<file path="src/hw/ata_passthru_pkg.sv">
// Constants shared by the pass-through command block decoder.
// Assumes byte-wide command and taskfile paths on one clock.
package ata_passthru_pkg;

    ////////////////////////////////////////////////////////////////////////
    // Command block layout
    localparam int BLOCK_LEN = 16;
    localparam int RETURN_LEN = 12;
    localparam logic [3:0] BYTE_LAST = 4'hF;
    localparam logic [3:0] BYTE_SIG = 4'h0;
    localparam logic [3:0] BYTE_SUB = 4'h1;
    localparam logic [3:0] BYTE_MASK = 4'h2;
    localparam logic [3:0] BYTE_ACTION = 4'h3;
    localparam logic [3:0] BYTE_WDATA = 4'h5;
    localparam logic [3:0] BYTE_WDATA_END = 4'hC;
    localparam logic [7:0] SUBCMD_PASSTHRU = 8'h25;

    ////////////////////////////////////////////////////////////////////////
    // Action byte bit positions
    localparam int ACT_IDENTIFY = 7;
    localparam int ACT_UDMA = 6;
    localparam int ACT_DEV_SRC = 5;
    localparam int ACT_DRV_ERR = 4;
    localparam int ACT_PHASE_ERR = 3;
    localparam int ACT_SKIP_POLL = 2;
    localparam int ACT_SEL_AFTER = 1;
    localparam int ACT_READ_ONLY = 0;

    ////////////////////////////////////////////////////////////////////////
    // Taskfile selects = mask bit
    localparam logic [2:0] TF_ALT = 3'h0;
    localparam logic [2:0] TF_FEAT = 3'h1;
    localparam logic [2:0] TF_COUNT = 3'h2;
    localparam logic [2:0] TF_HIGH = 3'h5;
    localparam logic [2:0] TF_DEVHEAD = 3'h6;
    localparam logic [2:0] TF_CMD = 3'h7;
    localparam int ATA_BSY = 7;
    localparam int ATA_DEV = 4;
    localparam int CFG_DEV = 5;

    ////////////////////////////////////////////////////////////////////////
    // Offsets of the returned taskfile bytes
    localparam logic [3:0] RET_ALT = 4'h0;
    localparam logic [3:0] RET_DEV = 4'h1;
    localparam logic [3:0] RET_ERR = 4'h2;
    localparam logic [3:0] RET_HOB_BASE = 4'h3;
    localparam logic [3:0] RET_LOB_BASE = 4'h7;
    localparam logic [3:0] RET_STAT = 4'hB;
    localparam logic [7:0] BYTE_RESET = 8'h00;

    typedef enum logic [3:0] {
        ST_IDLE, ST_CHECK, ST_POLL, ST_SELECT, ST_REGS, ST_DATA, ST_RETURN, ST_DONE
    } state_t;

endpackage

</file>
<file path="src/hw/ata_passthru_decoder.sv">
// Decoder and sequencer for the pass-through command block.
// Assumes one clock; only the drive error pin and the reset are asynchronous.
`timescale 1ns/1ps
`default_nettype none
module ata_passthru_decoder (
    // Clock and reset
    input wire logic clk_in,
    input wire logic reset_n_in,
    // Command block bytes
    input wire logic cb_valid_in,
    input wire logic [7:0] cb_byte_in,
    // Configuration
    input wire logic [7:0] vendor_cmd_signature_in,
    input wire logic [7:0] config_dev_byte_in,
    // Taskfile access port
    output logic tf_req_out,
    output logic tf_write_out,
    output logic tf_hob_out,
    output logic [2:0] tf_sel_out,
    output logic [7:0] tf_wdata_out,
    input wire logic tf_ack_in,
    input wire logic [7:0] tf_rdata_in,
    // Data phase
    output logic data_start_out,
    output logic ultra_dma_enable_out,
    output logic identify_data_flag_out,
    output logic data_halt_out,
    input wire logic data_done_in,
    input wire logic phase_error_in,
    input wire logic drive_error_pin_in,
    // Results
    output logic rd_valid_out,
    output logic [7:0] rd_byte_out,
    output logic other_cmd_out,
    output logic cmd_done_out,
    output logic busy_out
);
    import ata_passthru_pkg::*;

    ////////////////////////////////////////////////////////////////////////
    // Reset release and pin synchroniser
    logic rst_s1_reg, rst_s2_reg, rst_n;
    logic drive_error;

    always_ff @(posedge clk_in or negedge reset_n_in) begin
        if (!reset_n_in) begin
            rst_s1_reg <= 1'b0;
            rst_s2_reg <= 1'b0;
        end else begin
            rst_s1_reg <= 1'b1;
            rst_s2_reg <= rst_s1_reg;
        end
    end
    assign rst_n = rst_s2_reg;

    pin_sync3 u_drive_err_sync (
        .clk_in(clk_in),
        .reset_n_in(rst_n),
        .d_in(drive_error_pin_in),
        .q_out(drive_error)
    );

    ////////////////////////////////////////////////////////////////////////
    // Helpers
    // Return offset of a read
    function automatic logic [3:0] ret_off(input logic [2:0] idx, input logic hob);
        logic [3:0] off;
        off = RET_STAT;
        if (idx == TF_ALT) begin
            off = RET_ALT;
        end else if (idx == TF_FEAT) begin
            off = RET_ERR;
        end else if (idx == TF_DEVHEAD) begin
            off = RET_DEV;
        end else if (idx != TF_CMD) begin
            off = (hob ? RET_HOB_BASE : RET_LOB_BASE) + {1'b0, idx} - {1'b0, TF_COUNT};
        end
        return off;
    endfunction

    ////////////////////////////////////////////////////////////////////////
    // State
    state_t state_reg, state_next;
    logic [3:0] cnt_reg, cnt_next;
    logic sig_ok_reg, sig_ok_next;
    logic [7:0] mask_reg, mask_next;
    logic [7:0] action_reg, action_next;
    logic [7:0] wdata_reg [0:7];
    logic [7:0] wdata_next [0:7];
    logic [2:0] idx_reg, idx_next;
    logic hob_reg, hob_next;
    logic busy_reg, busy_next;
    logic [3:0] ret_idx_reg, ret_idx_next;
    logic pend_reg, pend_next;
    logic [11:0] ret_sel;
    logic tf_req_reg, tf_req_next;
    logic tf_write_reg, tf_write_next;
    logic tf_hob_reg, tf_hob_next;
    logic [2:0] tf_sel_reg, tf_sel_next;
    logic [7:0] tf_wdata_reg, tf_wdata_next;
    logic data_start_reg, data_start_next;
    logic data_halt_reg, data_halt_next;
    logic rd_valid_reg, rd_valid_next;
    logic [7:0] rd_byte_reg, rd_byte_next;
    logic other_reg, other_next;
    logic done_reg, done_next;
    logic mem_we;
    logic [3:0] mem_waddr;
    logic [7:0] mem_rdata;
    logic [7:0] dh_byte;
    logic need_access;

    tf_return_mem #(
        .WIDTH(8),
        .DEPTH(RETURN_LEN)
    ) u_ret_mem (
        .clk_in(clk_in),
        .we_in(mem_we),
        .waddr_in(mem_waddr),
        .wdata_in(tf_rdata_in),
        .raddr_in(ret_idx_reg),
        .rdata_out(mem_rdata)
    );

    always_comb begin
        state_next = state_reg;
        cnt_next = cnt_reg;
        sig_ok_next = sig_ok_reg;
        mask_next = mask_reg;
        action_next = action_reg;
        wdata_next = wdata_reg;
        idx_next = idx_reg;
        hob_next = hob_reg;
        ret_idx_next = ret_idx_reg;
        pend_next = 1'b0;
        ret_sel = {mask_reg[7], mask_reg[5:2], mask_reg[5:2], mask_reg[1], mask_reg[6], mask_reg[0]};
        tf_req_next = tf_req_reg;
        tf_write_next = tf_write_reg;
        tf_hob_next = tf_hob_reg;
        tf_sel_next = tf_sel_reg;
        tf_wdata_next = tf_wdata_reg;
        data_start_next = 1'b0;
        data_halt_next = 1'b0;
        rd_valid_next = 1'b0;
        rd_byte_next = BYTE_RESET;
        other_next = 1'b0;
        done_next = 1'b0;
        mem_we = 1'b0;
        mem_waddr = ret_off(idx_reg, hob_reg);
        // Device bit source chosen per command
        dh_byte = wdata_reg[TF_DEVHEAD];
        dh_byte[ATA_DEV] = action_reg[ACT_DEV_SRC] ? wdata_reg[TF_DEVHEAD][CFG_DEV]
                                                  : config_dev_byte_in[CFG_DEV];
        // Alt status never written
        need_access = mask_reg[idx_reg] && (action_reg[ACT_READ_ONLY] ||
                      (idx_reg != TF_ALT && idx_reg != TF_DEVHEAD));
        case (state_reg)
            ST_IDLE: begin
                if (cb_valid_in) begin
                    // Sixteen bytes make one block
                    cnt_next = cnt_reg + 4'h1;
                    if (cnt_reg == BYTE_SIG) begin
                        sig_ok_next = (cb_byte_in == vendor_cmd_signature_in);
                    end else if (cnt_reg == BYTE_SUB) begin
                        sig_ok_next = sig_ok_reg && (cb_byte_in == SUBCMD_PASSTHRU);
                    end else if (cnt_reg == BYTE_MASK) begin
                        mask_next = cb_byte_in;
                    end else if (cnt_reg == BYTE_ACTION) begin
                        action_next = cb_byte_in;
                    end else if (cnt_reg >= BYTE_WDATA && cnt_reg <= BYTE_WDATA_END) begin
                        wdata_next[3'(cnt_reg - BYTE_WDATA)] = cb_byte_in;
                    end
                    if (cnt_reg == BYTE_LAST) begin
                        state_next = ST_CHECK;
                    end
                end
            end
            ST_CHECK: begin
                idx_next = TF_ALT;
                hob_next = 1'b1;
                ret_idx_next = 4'h0;
                tf_write_next = 1'b0;
                tf_hob_next = 1'b0;
                tf_sel_next = TF_ALT;
                if (!sig_ok_reg) begin
                    // Foreign block handed back
                    other_next = 1'b1;
                    state_next = ST_IDLE;
                end else begin
                    // Wait for busy clear first
                    tf_req_next = !action_reg[ACT_SKIP_POLL];
                    state_next = ST_POLL;
                end
            end
            ST_POLL: begin
                if (tf_ack_in && tf_rdata_in[ATA_BSY]) begin
                    tf_req_next = 1'b1;
                end else if (!tf_req_reg || tf_ack_in) begin
                    tf_req_next = 1'b0;
                    state_next = (action_reg[ACT_READ_ONLY] || action_reg[ACT_SEL_AFTER])
                                 ? ST_REGS : ST_SELECT;
                end
            end
            ST_SELECT: begin
                // Drive select before or after command writes
                if (!tf_req_reg) begin
                    tf_req_next = 1'b1;
                    tf_write_next = 1'b1;
                    tf_hob_next = 1'b0;
                    tf_sel_next = TF_DEVHEAD;
                    tf_wdata_next = dh_byte;
                end else if (tf_ack_in) begin
                    tf_req_next = 1'b0;
                    state_next = action_reg[ACT_SEL_AFTER] ? ST_DATA : ST_REGS;
                    data_start_next = action_reg[ACT_SEL_AFTER];
                end
            end
            ST_REGS: begin
                // Ascending walk over mask bits
                if (!tf_req_reg && need_access) begin
                    tf_req_next = 1'b1;
                    tf_write_next = !action_reg[ACT_READ_ONLY];
                    // Only the LBA group has a high half
                    tf_hob_next = hob_reg && action_reg[ACT_READ_ONLY] &&
                                  idx_reg >= TF_COUNT && idx_reg <= TF_HIGH;
                    tf_sel_next = idx_reg;
                    tf_wdata_next = wdata_reg[idx_reg];
                end else if (!tf_req_reg || tf_ack_in) begin
                    tf_req_next = 1'b0;
                    mem_we = tf_req_reg && !tf_write_reg;
                    // LBA group read once high, once low
                    if (tf_req_reg && tf_hob_reg) begin
                        hob_next = 1'b0;
                    end else begin
                        hob_next = 1'b1;
                        idx_next = idx_reg + 3'h1;
                        if (idx_reg == TF_CMD) begin
                            if (action_reg[ACT_READ_ONLY]) begin
                                state_next = ST_RETURN;
                            end else if (action_reg[ACT_SEL_AFTER]) begin
                                state_next = ST_SELECT;
                            end else begin
                                state_next = ST_DATA;
                                data_start_next = 1'b1;
                            end
                        end
                    end
                end
            end
            ST_DATA: begin
                if (data_done_in) begin
                    state_next = ST_DONE;
                end else if (drive_error && !action_reg[ACT_DRV_ERR]) begin
                    data_halt_next = 1'b1;
                    state_next = ST_DONE;
                end else if (phase_error_in && !action_reg[ACT_PHASE_ERR]) begin
                    data_halt_next = 1'b1;
                    state_next = ST_DONE;
                end
            end
            ST_RETURN: begin
                // Always twelve bytes, zero where unselected
                if (ret_idx_reg < 4'(RETURN_LEN)) begin
                    pend_next = 1'b1;
                    ret_idx_next = ret_idx_reg + 4'h1;
                end else if (!pend_reg) begin
                    state_next = ST_DONE;
                end
                if (pend_reg) begin
                    rd_valid_next = 1'b1;
                    rd_byte_next = ret_sel[ret_idx_reg - 4'h1] ? mem_rdata : BYTE_RESET;
                end
            end
            ST_DONE: begin
                done_next = 1'b1;
                cnt_next = 4'h0;
                state_next = ST_IDLE;
            end
            default: begin
                state_next = ST_IDLE;
            end
        endcase
        busy_next = (state_next != ST_IDLE) || (cnt_next != 4'h0);
    end

    always_ff @(posedge clk_in or negedge rst_n) begin
        if (!rst_n) begin
            state_reg <= ST_IDLE;
            cnt_reg <= 4'h0;
            sig_ok_reg <= 1'b0;
            mask_reg <= BYTE_RESET;
            action_reg <= BYTE_RESET;
            for (int i = 0; i < 8; i++) begin
                wdata_reg[i] <= BYTE_RESET;
            end
            idx_reg <= TF_ALT;
            hob_reg <= 1'b1;
            busy_reg <= 1'b0;
            ret_idx_reg <= 4'h0;
            pend_reg <= 1'b0;
            tf_req_reg <= 1'b0;
            tf_write_reg <= 1'b0;
            tf_hob_reg <= 1'b0;
            tf_sel_reg <= TF_ALT;
            tf_wdata_reg <= BYTE_RESET;
            data_start_reg <= 1'b0;
            data_halt_reg <= 1'b0;
            rd_valid_reg <= 1'b0;
            rd_byte_reg <= BYTE_RESET;
            other_reg <= 1'b0;
            done_reg <= 1'b0;
        end else begin
            state_reg <= state_next;
            cnt_reg <= cnt_next;
            sig_ok_reg <= sig_ok_next;
            mask_reg <= mask_next;
            action_reg <= action_next;
            wdata_reg <= wdata_next;
            idx_reg <= idx_next;
            hob_reg <= hob_next;
            busy_reg <= busy_next;
            ret_idx_reg <= ret_idx_next;
            pend_reg <= pend_next;
            tf_req_reg <= tf_req_next;
            tf_write_reg <= tf_write_next;
            tf_hob_reg <= tf_hob_next;
            tf_sel_reg <= tf_sel_next;
            tf_wdata_reg <= tf_wdata_next;
            data_start_reg <= data_start_next;
            data_halt_reg <= data_halt_next;
            rd_valid_reg <= rd_valid_next;
            rd_byte_reg <= rd_byte_next;
            other_reg <= other_next;
            done_reg <= done_next;
        end
    end

    ////////////////////////////////////////////////////////////////////////
    // Outputs, all straight from flops
    assign tf_req_out = tf_req_reg;
    assign tf_write_out = tf_write_reg;
    assign tf_hob_out = tf_hob_reg;
    assign tf_sel_out = tf_sel_reg;
    assign tf_wdata_out = tf_wdata_reg;
    assign data_start_out = data_start_reg;
    // Held from the stored action byte
    assign ultra_dma_enable_out = action_reg[ACT_UDMA];
    assign identify_data_flag_out = action_reg[ACT_IDENTIFY];
    assign data_halt_out = data_halt_reg;
    assign rd_valid_out = rd_valid_reg;
    assign rd_byte_out = rd_byte_reg;
    assign other_cmd_out = other_reg;
    assign cmd_done_out = done_reg;
    assign busy_out = busy_reg;
endmodule
`default_nettype wire

</file>
<file path="src/hw/pin_sync3.sv">
// Three-stage synchroniser for one asynchronous input pin.
// Output changes only once the second and third stages agree.
`timescale 1ns/1ps
`default_nettype none
module pin_sync3 (
    // Clock and reset
    input wire logic clk_in,
    input wire logic reset_n_in,
    // Pin and result
    input wire logic d_in,
    output logic q_out
);
    logic s1_reg, s2_reg, s3_reg, q_reg;
    logic q_next;

    always_comb begin
        q_next = (s2_reg == s3_reg) ? s3_reg : q_reg;
    end

    always_ff @(posedge clk_in or negedge reset_n_in) begin
        if (!reset_n_in) begin
            s1_reg <= 1'b0;
            s2_reg <= 1'b0;
            s3_reg <= 1'b0;
            q_reg <= 1'b0;
        end else begin
            s1_reg <= d_in;
            s2_reg <= s1_reg;
            s3_reg <= s2_reg;
            q_reg <= q_next;
        end
    end

    assign q_out = q_reg;
endmodule
`default_nettype wire

</file>
<file path="src/hw/tf_return_mem.sv">
// Small byte store for taskfile values read back from the drive.
// Read data is registered: valid one cycle after the address.
`timescale 1ns/1ps
`default_nettype none
module tf_return_mem #(
    parameter int WIDTH = 8,
    parameter int DEPTH = 12
) (
    // Clock
    input wire logic clk_in,
    // Write port
    input wire logic we_in,
    input wire logic [$clog2(DEPTH)-1:0] waddr_in,
    input wire logic [WIDTH-1:0] wdata_in,
    // Read port
    input wire logic [$clog2(DEPTH)-1:0] raddr_in,
    output logic [WIDTH-1:0] rdata_out
);
    logic [WIDTH-1:0] mem [0:DEPTH-1];
    logic [WIDTH-1:0] rdata_reg;

    if (DEPTH < 2 || WIDTH < 1) begin : g_bad
        $error("tf_return_mem: DEPTH must be at least 2");
    end

    always_ff @(posedge clk_in) begin
        if (we_in) begin
            mem[waddr_in] <= wdata_in;
        end
        rdata_reg <= mem[raddr_in];
    end

    assign rdata_out = rdata_reg;
endmodule
`default_nettype wire

</file>
<file path="config.mk">
export PLATFORM = sky130hd
export DESIGN_NAME = ata_passthru_decoder
export DESIGN_NICKNAME = d
export VERILOG_FILES = /design/src/hw/ata_passthru_pkg.sv /design/src/hw/ata_passthru_decoder.sv /design/src/hw/pin_sync3.sv /design/src/hw/tf_return_mem.sv
export SDC_FILE = /design/constraint.sdc
export NUM_CORES = 1
export LEC_CHECK = 0
export BUFFER_PORTS_ARGS = -buffer_cell sky130_fd_sc_hd__buf_2
export CAP_MARGIN = 20
export CORE_MARGIN = 3
export CORE_UTILIZATION = 45
export DETAILED_ROUTE_END_ITERATION = 10
export GPL_TIMING_DRIVEN = 0
export HOLD_SLACK_MARGIN = 0.08
export PLACE_DENSITY = 0.71
export RECOVER_POWER = 100
export SYNTH_ARGS = -nofsm -noshare
export SYNTH_HDL_FRONTEND = slang
export SYNTH_SLANG_ARGS = --single-unit
</file>
<file path="constraint.sdc">
create_clock -name clk_in -period 10.2 [get_ports clk_in]
set_input_delay 1.02 -clock clk_in [delete_from_list [all_inputs] [get_ports clk_in]]
set_output_delay 1.02 -clock clk_in [all_outputs]
set_load 0.005 [all_outputs]
</file>
==> results.md <==
- Clock Sinks: 236
- Yosys top cell by area: dfrtp_1
- Sequential fraction of the synthesis area: 0.608
- ANT cells: 0
- Hold Crit Class: input port to asynchronous set/reset pin
- Asr flop ratio synth: 0.559
- CP required: 10.60 ns
- Final Setup Violations: 0
- Setup_tns: 0 ns
- GPL Wtd Cong: 0.817
- Total Nets Final: 869
- Placed Instances: 1075
- Die width: 158 um
- #FFs+latches synth: 236
- Grt ovf: 0
- Post-Layout Cell Count: 1121
- FMAX: 250 MHz
- Rel. slew slack: -1.02
- Number of global-route vias before repair: 6390
- Worst Path Arrival: 4.39 ns
- Max-Cap Viols: 5
- CTS Buffer Depth: 3
- Yosys cell types: 65
- Drt first pass iters: 5
- Fraction of layout cells with a size suffix above 1: 0.238
- Reg area: 6350 um^2
- Met1 Wirelength: 9600 um
- Largest register FFs: 96
- Die area: 25100 um^2
- Core area: 22700 um^2
- Period utilization: 0.391
- Rows: 55
- Post-cts resize count: 0
- Synth Area per Inst: 14.3 um^2
- P&R area growth vs syn: 12.6%
- PD cells: 249 nW/um^2
- Fin. Hold Viols: 0
- Largest net degree at the start of global routing: 58
- Io pins: 69
- Die Span Y: 158 um
- Mapped Nets: 780
- First-pass GRT wire length: 35000 um
- Synth Cell Area: 10400 um^2
- Top Layer Used: met4
- DR vias/cell: 5.57
- Post-layout minimum cycle time: 3.99 ns
- Synth top area share: 0.314
- DRC: 0
- Final antenna-violating net count: 0
- Static leakage: 4.63 nW
- Crit path launch type: flop
- Worst setup margin: 6.21 ns
- WL met2: 10800 um
- Fillers: 1935
- H-tree depth: 1
- Synth Flop Type: dfrtp_1
- HPWL after DPL: 15100 um
- Root buffer cell: clkbuf_16
- Starting Density: 0.460
- Crit Path Max Fanout: 10
- Post-Route Skew: 0.0112 ns
- Post-CTS Setup Inserts: 0
- Drt total wl: 22000 um
- Area of the multi-input gates: 3750 um^2
- Worst setup EP type: flop
- Max-slew violations: 138
- Status: finished, violations left
- YS warnings: 0
- 1st-iter DRT viols: 416
- Failing checks: capacitance limit, slew limit
- Register clock-pin slew on the reported worst setup and hold paths: 0.06 ns
- Post-DR wirelength/cell: 19.6 um
- Total CTS buffers: 25
- GRT Total Usage: 0.179
- Hold_buf cts: 0
- CTS tree: yes
- Worst Tran Pin Value: 3.04 ns
- RSZ-0062 raised after global routing: false
- Cells after synthesis: 728
- Ranking of synthesized cells by area: dfrtp_1 (31%), edfxtp_1 (28%), mux4_2 (8.8%)
- Worst slack, placed: 6.53 ns
- Worst VDD drop: 0.155 mV
- Skew-Pair Late Insertion Delay: 0.53 ns
- Setup Crit Path Kind: flop to flop
- Routed via count: 6241
- PortBufs: 60
- WL met3: 1070 um
- Post-synth EDFFs: 96
- Initial antenna violation count: 0
per-layer routing:
| layer | track usage | up-vias |
|---|---|---|
| li1 | - | 2870 |
| met1 | 0.242 | 3166 |
| met2 | 0.303 | 162 |
| met3 | 0.0277 | 43 |
| met4 | 0.0492 | 0 |
| met5 | 0 | - |
cell usage after synthesis, drive strengths merged (4+ instances only):
library cell / count
nand4: 4
buf: 14
nor4: 4
nand2b: 12
nor3: 10
xnor2: 6
clkbuf: 31
nand3: 11
dfrtp: 131
mux2: 81
dfxtp: 8
xor2: 9
a2bb2oi: 4
mux4: 41
nor2: 44
o31ai: 5
a21oi: 17
edfxtp: 96
nor2b: 6
ha: 13
or3: 4
and2: 9
o21ai: 33
nand2: 51
mux2i: 26
inv: 15
power by group:
group / internal, mW / switching (mW) / leakage, nW
Clock: 0.493 / 0.370 / 0.377
Combinational: 0.399 / 0.397 / 1.64
Sequential: 1.16 / 0.110 / 2.61
Total: 2.06 / 0.877 / 4.63
kinds of logic (layout without fill, tap and decap cells):
group | Yosys count | in the layout | synth area share
flip-flops | 236 | 236 | 0.608
AND/OR/NAND/NOR | 166 | 166 | 0.0847
multiplexers | 148 | 148 | 0.201
AO/OA/AOI/OAI | 87 | 87 | 0.0531
buffers and inverters | 60 | 168 | 0.0241
other | 2 | 2 | 0.000719
XOR/XNOR | 15 | 15 | 0.0126
adder cells (fa/ha/maj) | 14 | 14 | 0.0165
final cells by class:
cell class,instances,share of cell area
Sequential cell,236,0.540
Multi-Input combinational cell,432,0.319
Clock buffer,29,0.0562
Tap cell,285,0.0303
Timing Repair Buffer,62,0.0234
Buffer,45,0.0156
Clock inverter,17,0.0115
Inverter,15,0.00479
worst paths after layout:
| check | from | endpoint | slack, ns | cells after the start |
|---|---|---|---|---|
| max in group asynchronous | rst_n | rd_byte_out[3] | 6.41 | 1 |
| min in group clk_in | u_drive_err_sync.s1_reg | u_drive_err_sync.s2_reg | 0.35 | 0 |
| max | idx_reg[0] | busy_out | 6.21 | 11 |
| min | reset_n_in | rst_s1_reg | 0.27 | 1 |
| min reg2reg | u_drive_err_sync.s1_reg | u_drive_err_sync.s2_reg | 0.35 | 0 |
| max reg2reg | idx_reg[0] | busy_out | 6.21 | 11 |
critical path, stage by stage (launching register included):
cell	delay (ns)
dfrtp_1	0.39
clkbuf_1	0.32
clkbuf_1	0.65
inv_1	0.22
ha_1	0.30
mux2i_1	0.15
nor2_1	0.06
nor4_1	0.48
nand2b_1	0.18
clkbuf_1	0.33
o2111ai_1	0.26
or4_1	0.51
through the flow:
step / cell area [um^2] / power [mW] / util / hold slack, ns
after floorplan: 10400 / 1.89 / - / 0.331
after global placement: 11100 / 2.07 / 0.489 / 0.336
after detailed placement: 11200 / 2.11 / 0.491 / 0.264
after CTS: 12000 / 2.98 / 0.527 / 0.254
after global routing: 11800 / 3.09 / 0.518 / 0.266
final: 11800 / 2.93 / 0.518 / 0.272
placed cells by master (no fill, tap or decap), drive strengths merged, types with 3 or more instances in the layout:
master	synthesis	final
nand3	11	11
nand2	51	51
inv	15	16
nand2b	12	12
clkbuf	31	94
nor3	10	10
o21ai	33	33
a32oi	3	3
nor4	4	4
nor4b	3	3
a21boi	3	3
clkinvlp	0	5
mux2i	26	26
a2bb2oi	4	4
clkinv	0	10
o31ai	5	5
nand4	4	4
ha	13	13
mux2	81	81
xnor2	6	6
dfrtp	131	131
buf	14	42
dfxtp	8	8
and2	9	9
or3	4	4
nor2	44	44
edfxtp	96	96
mux4	41	41
a21oi	17	17
nor2b	6	6
xor2	9	9
Power figures use the tool's default switching activity.
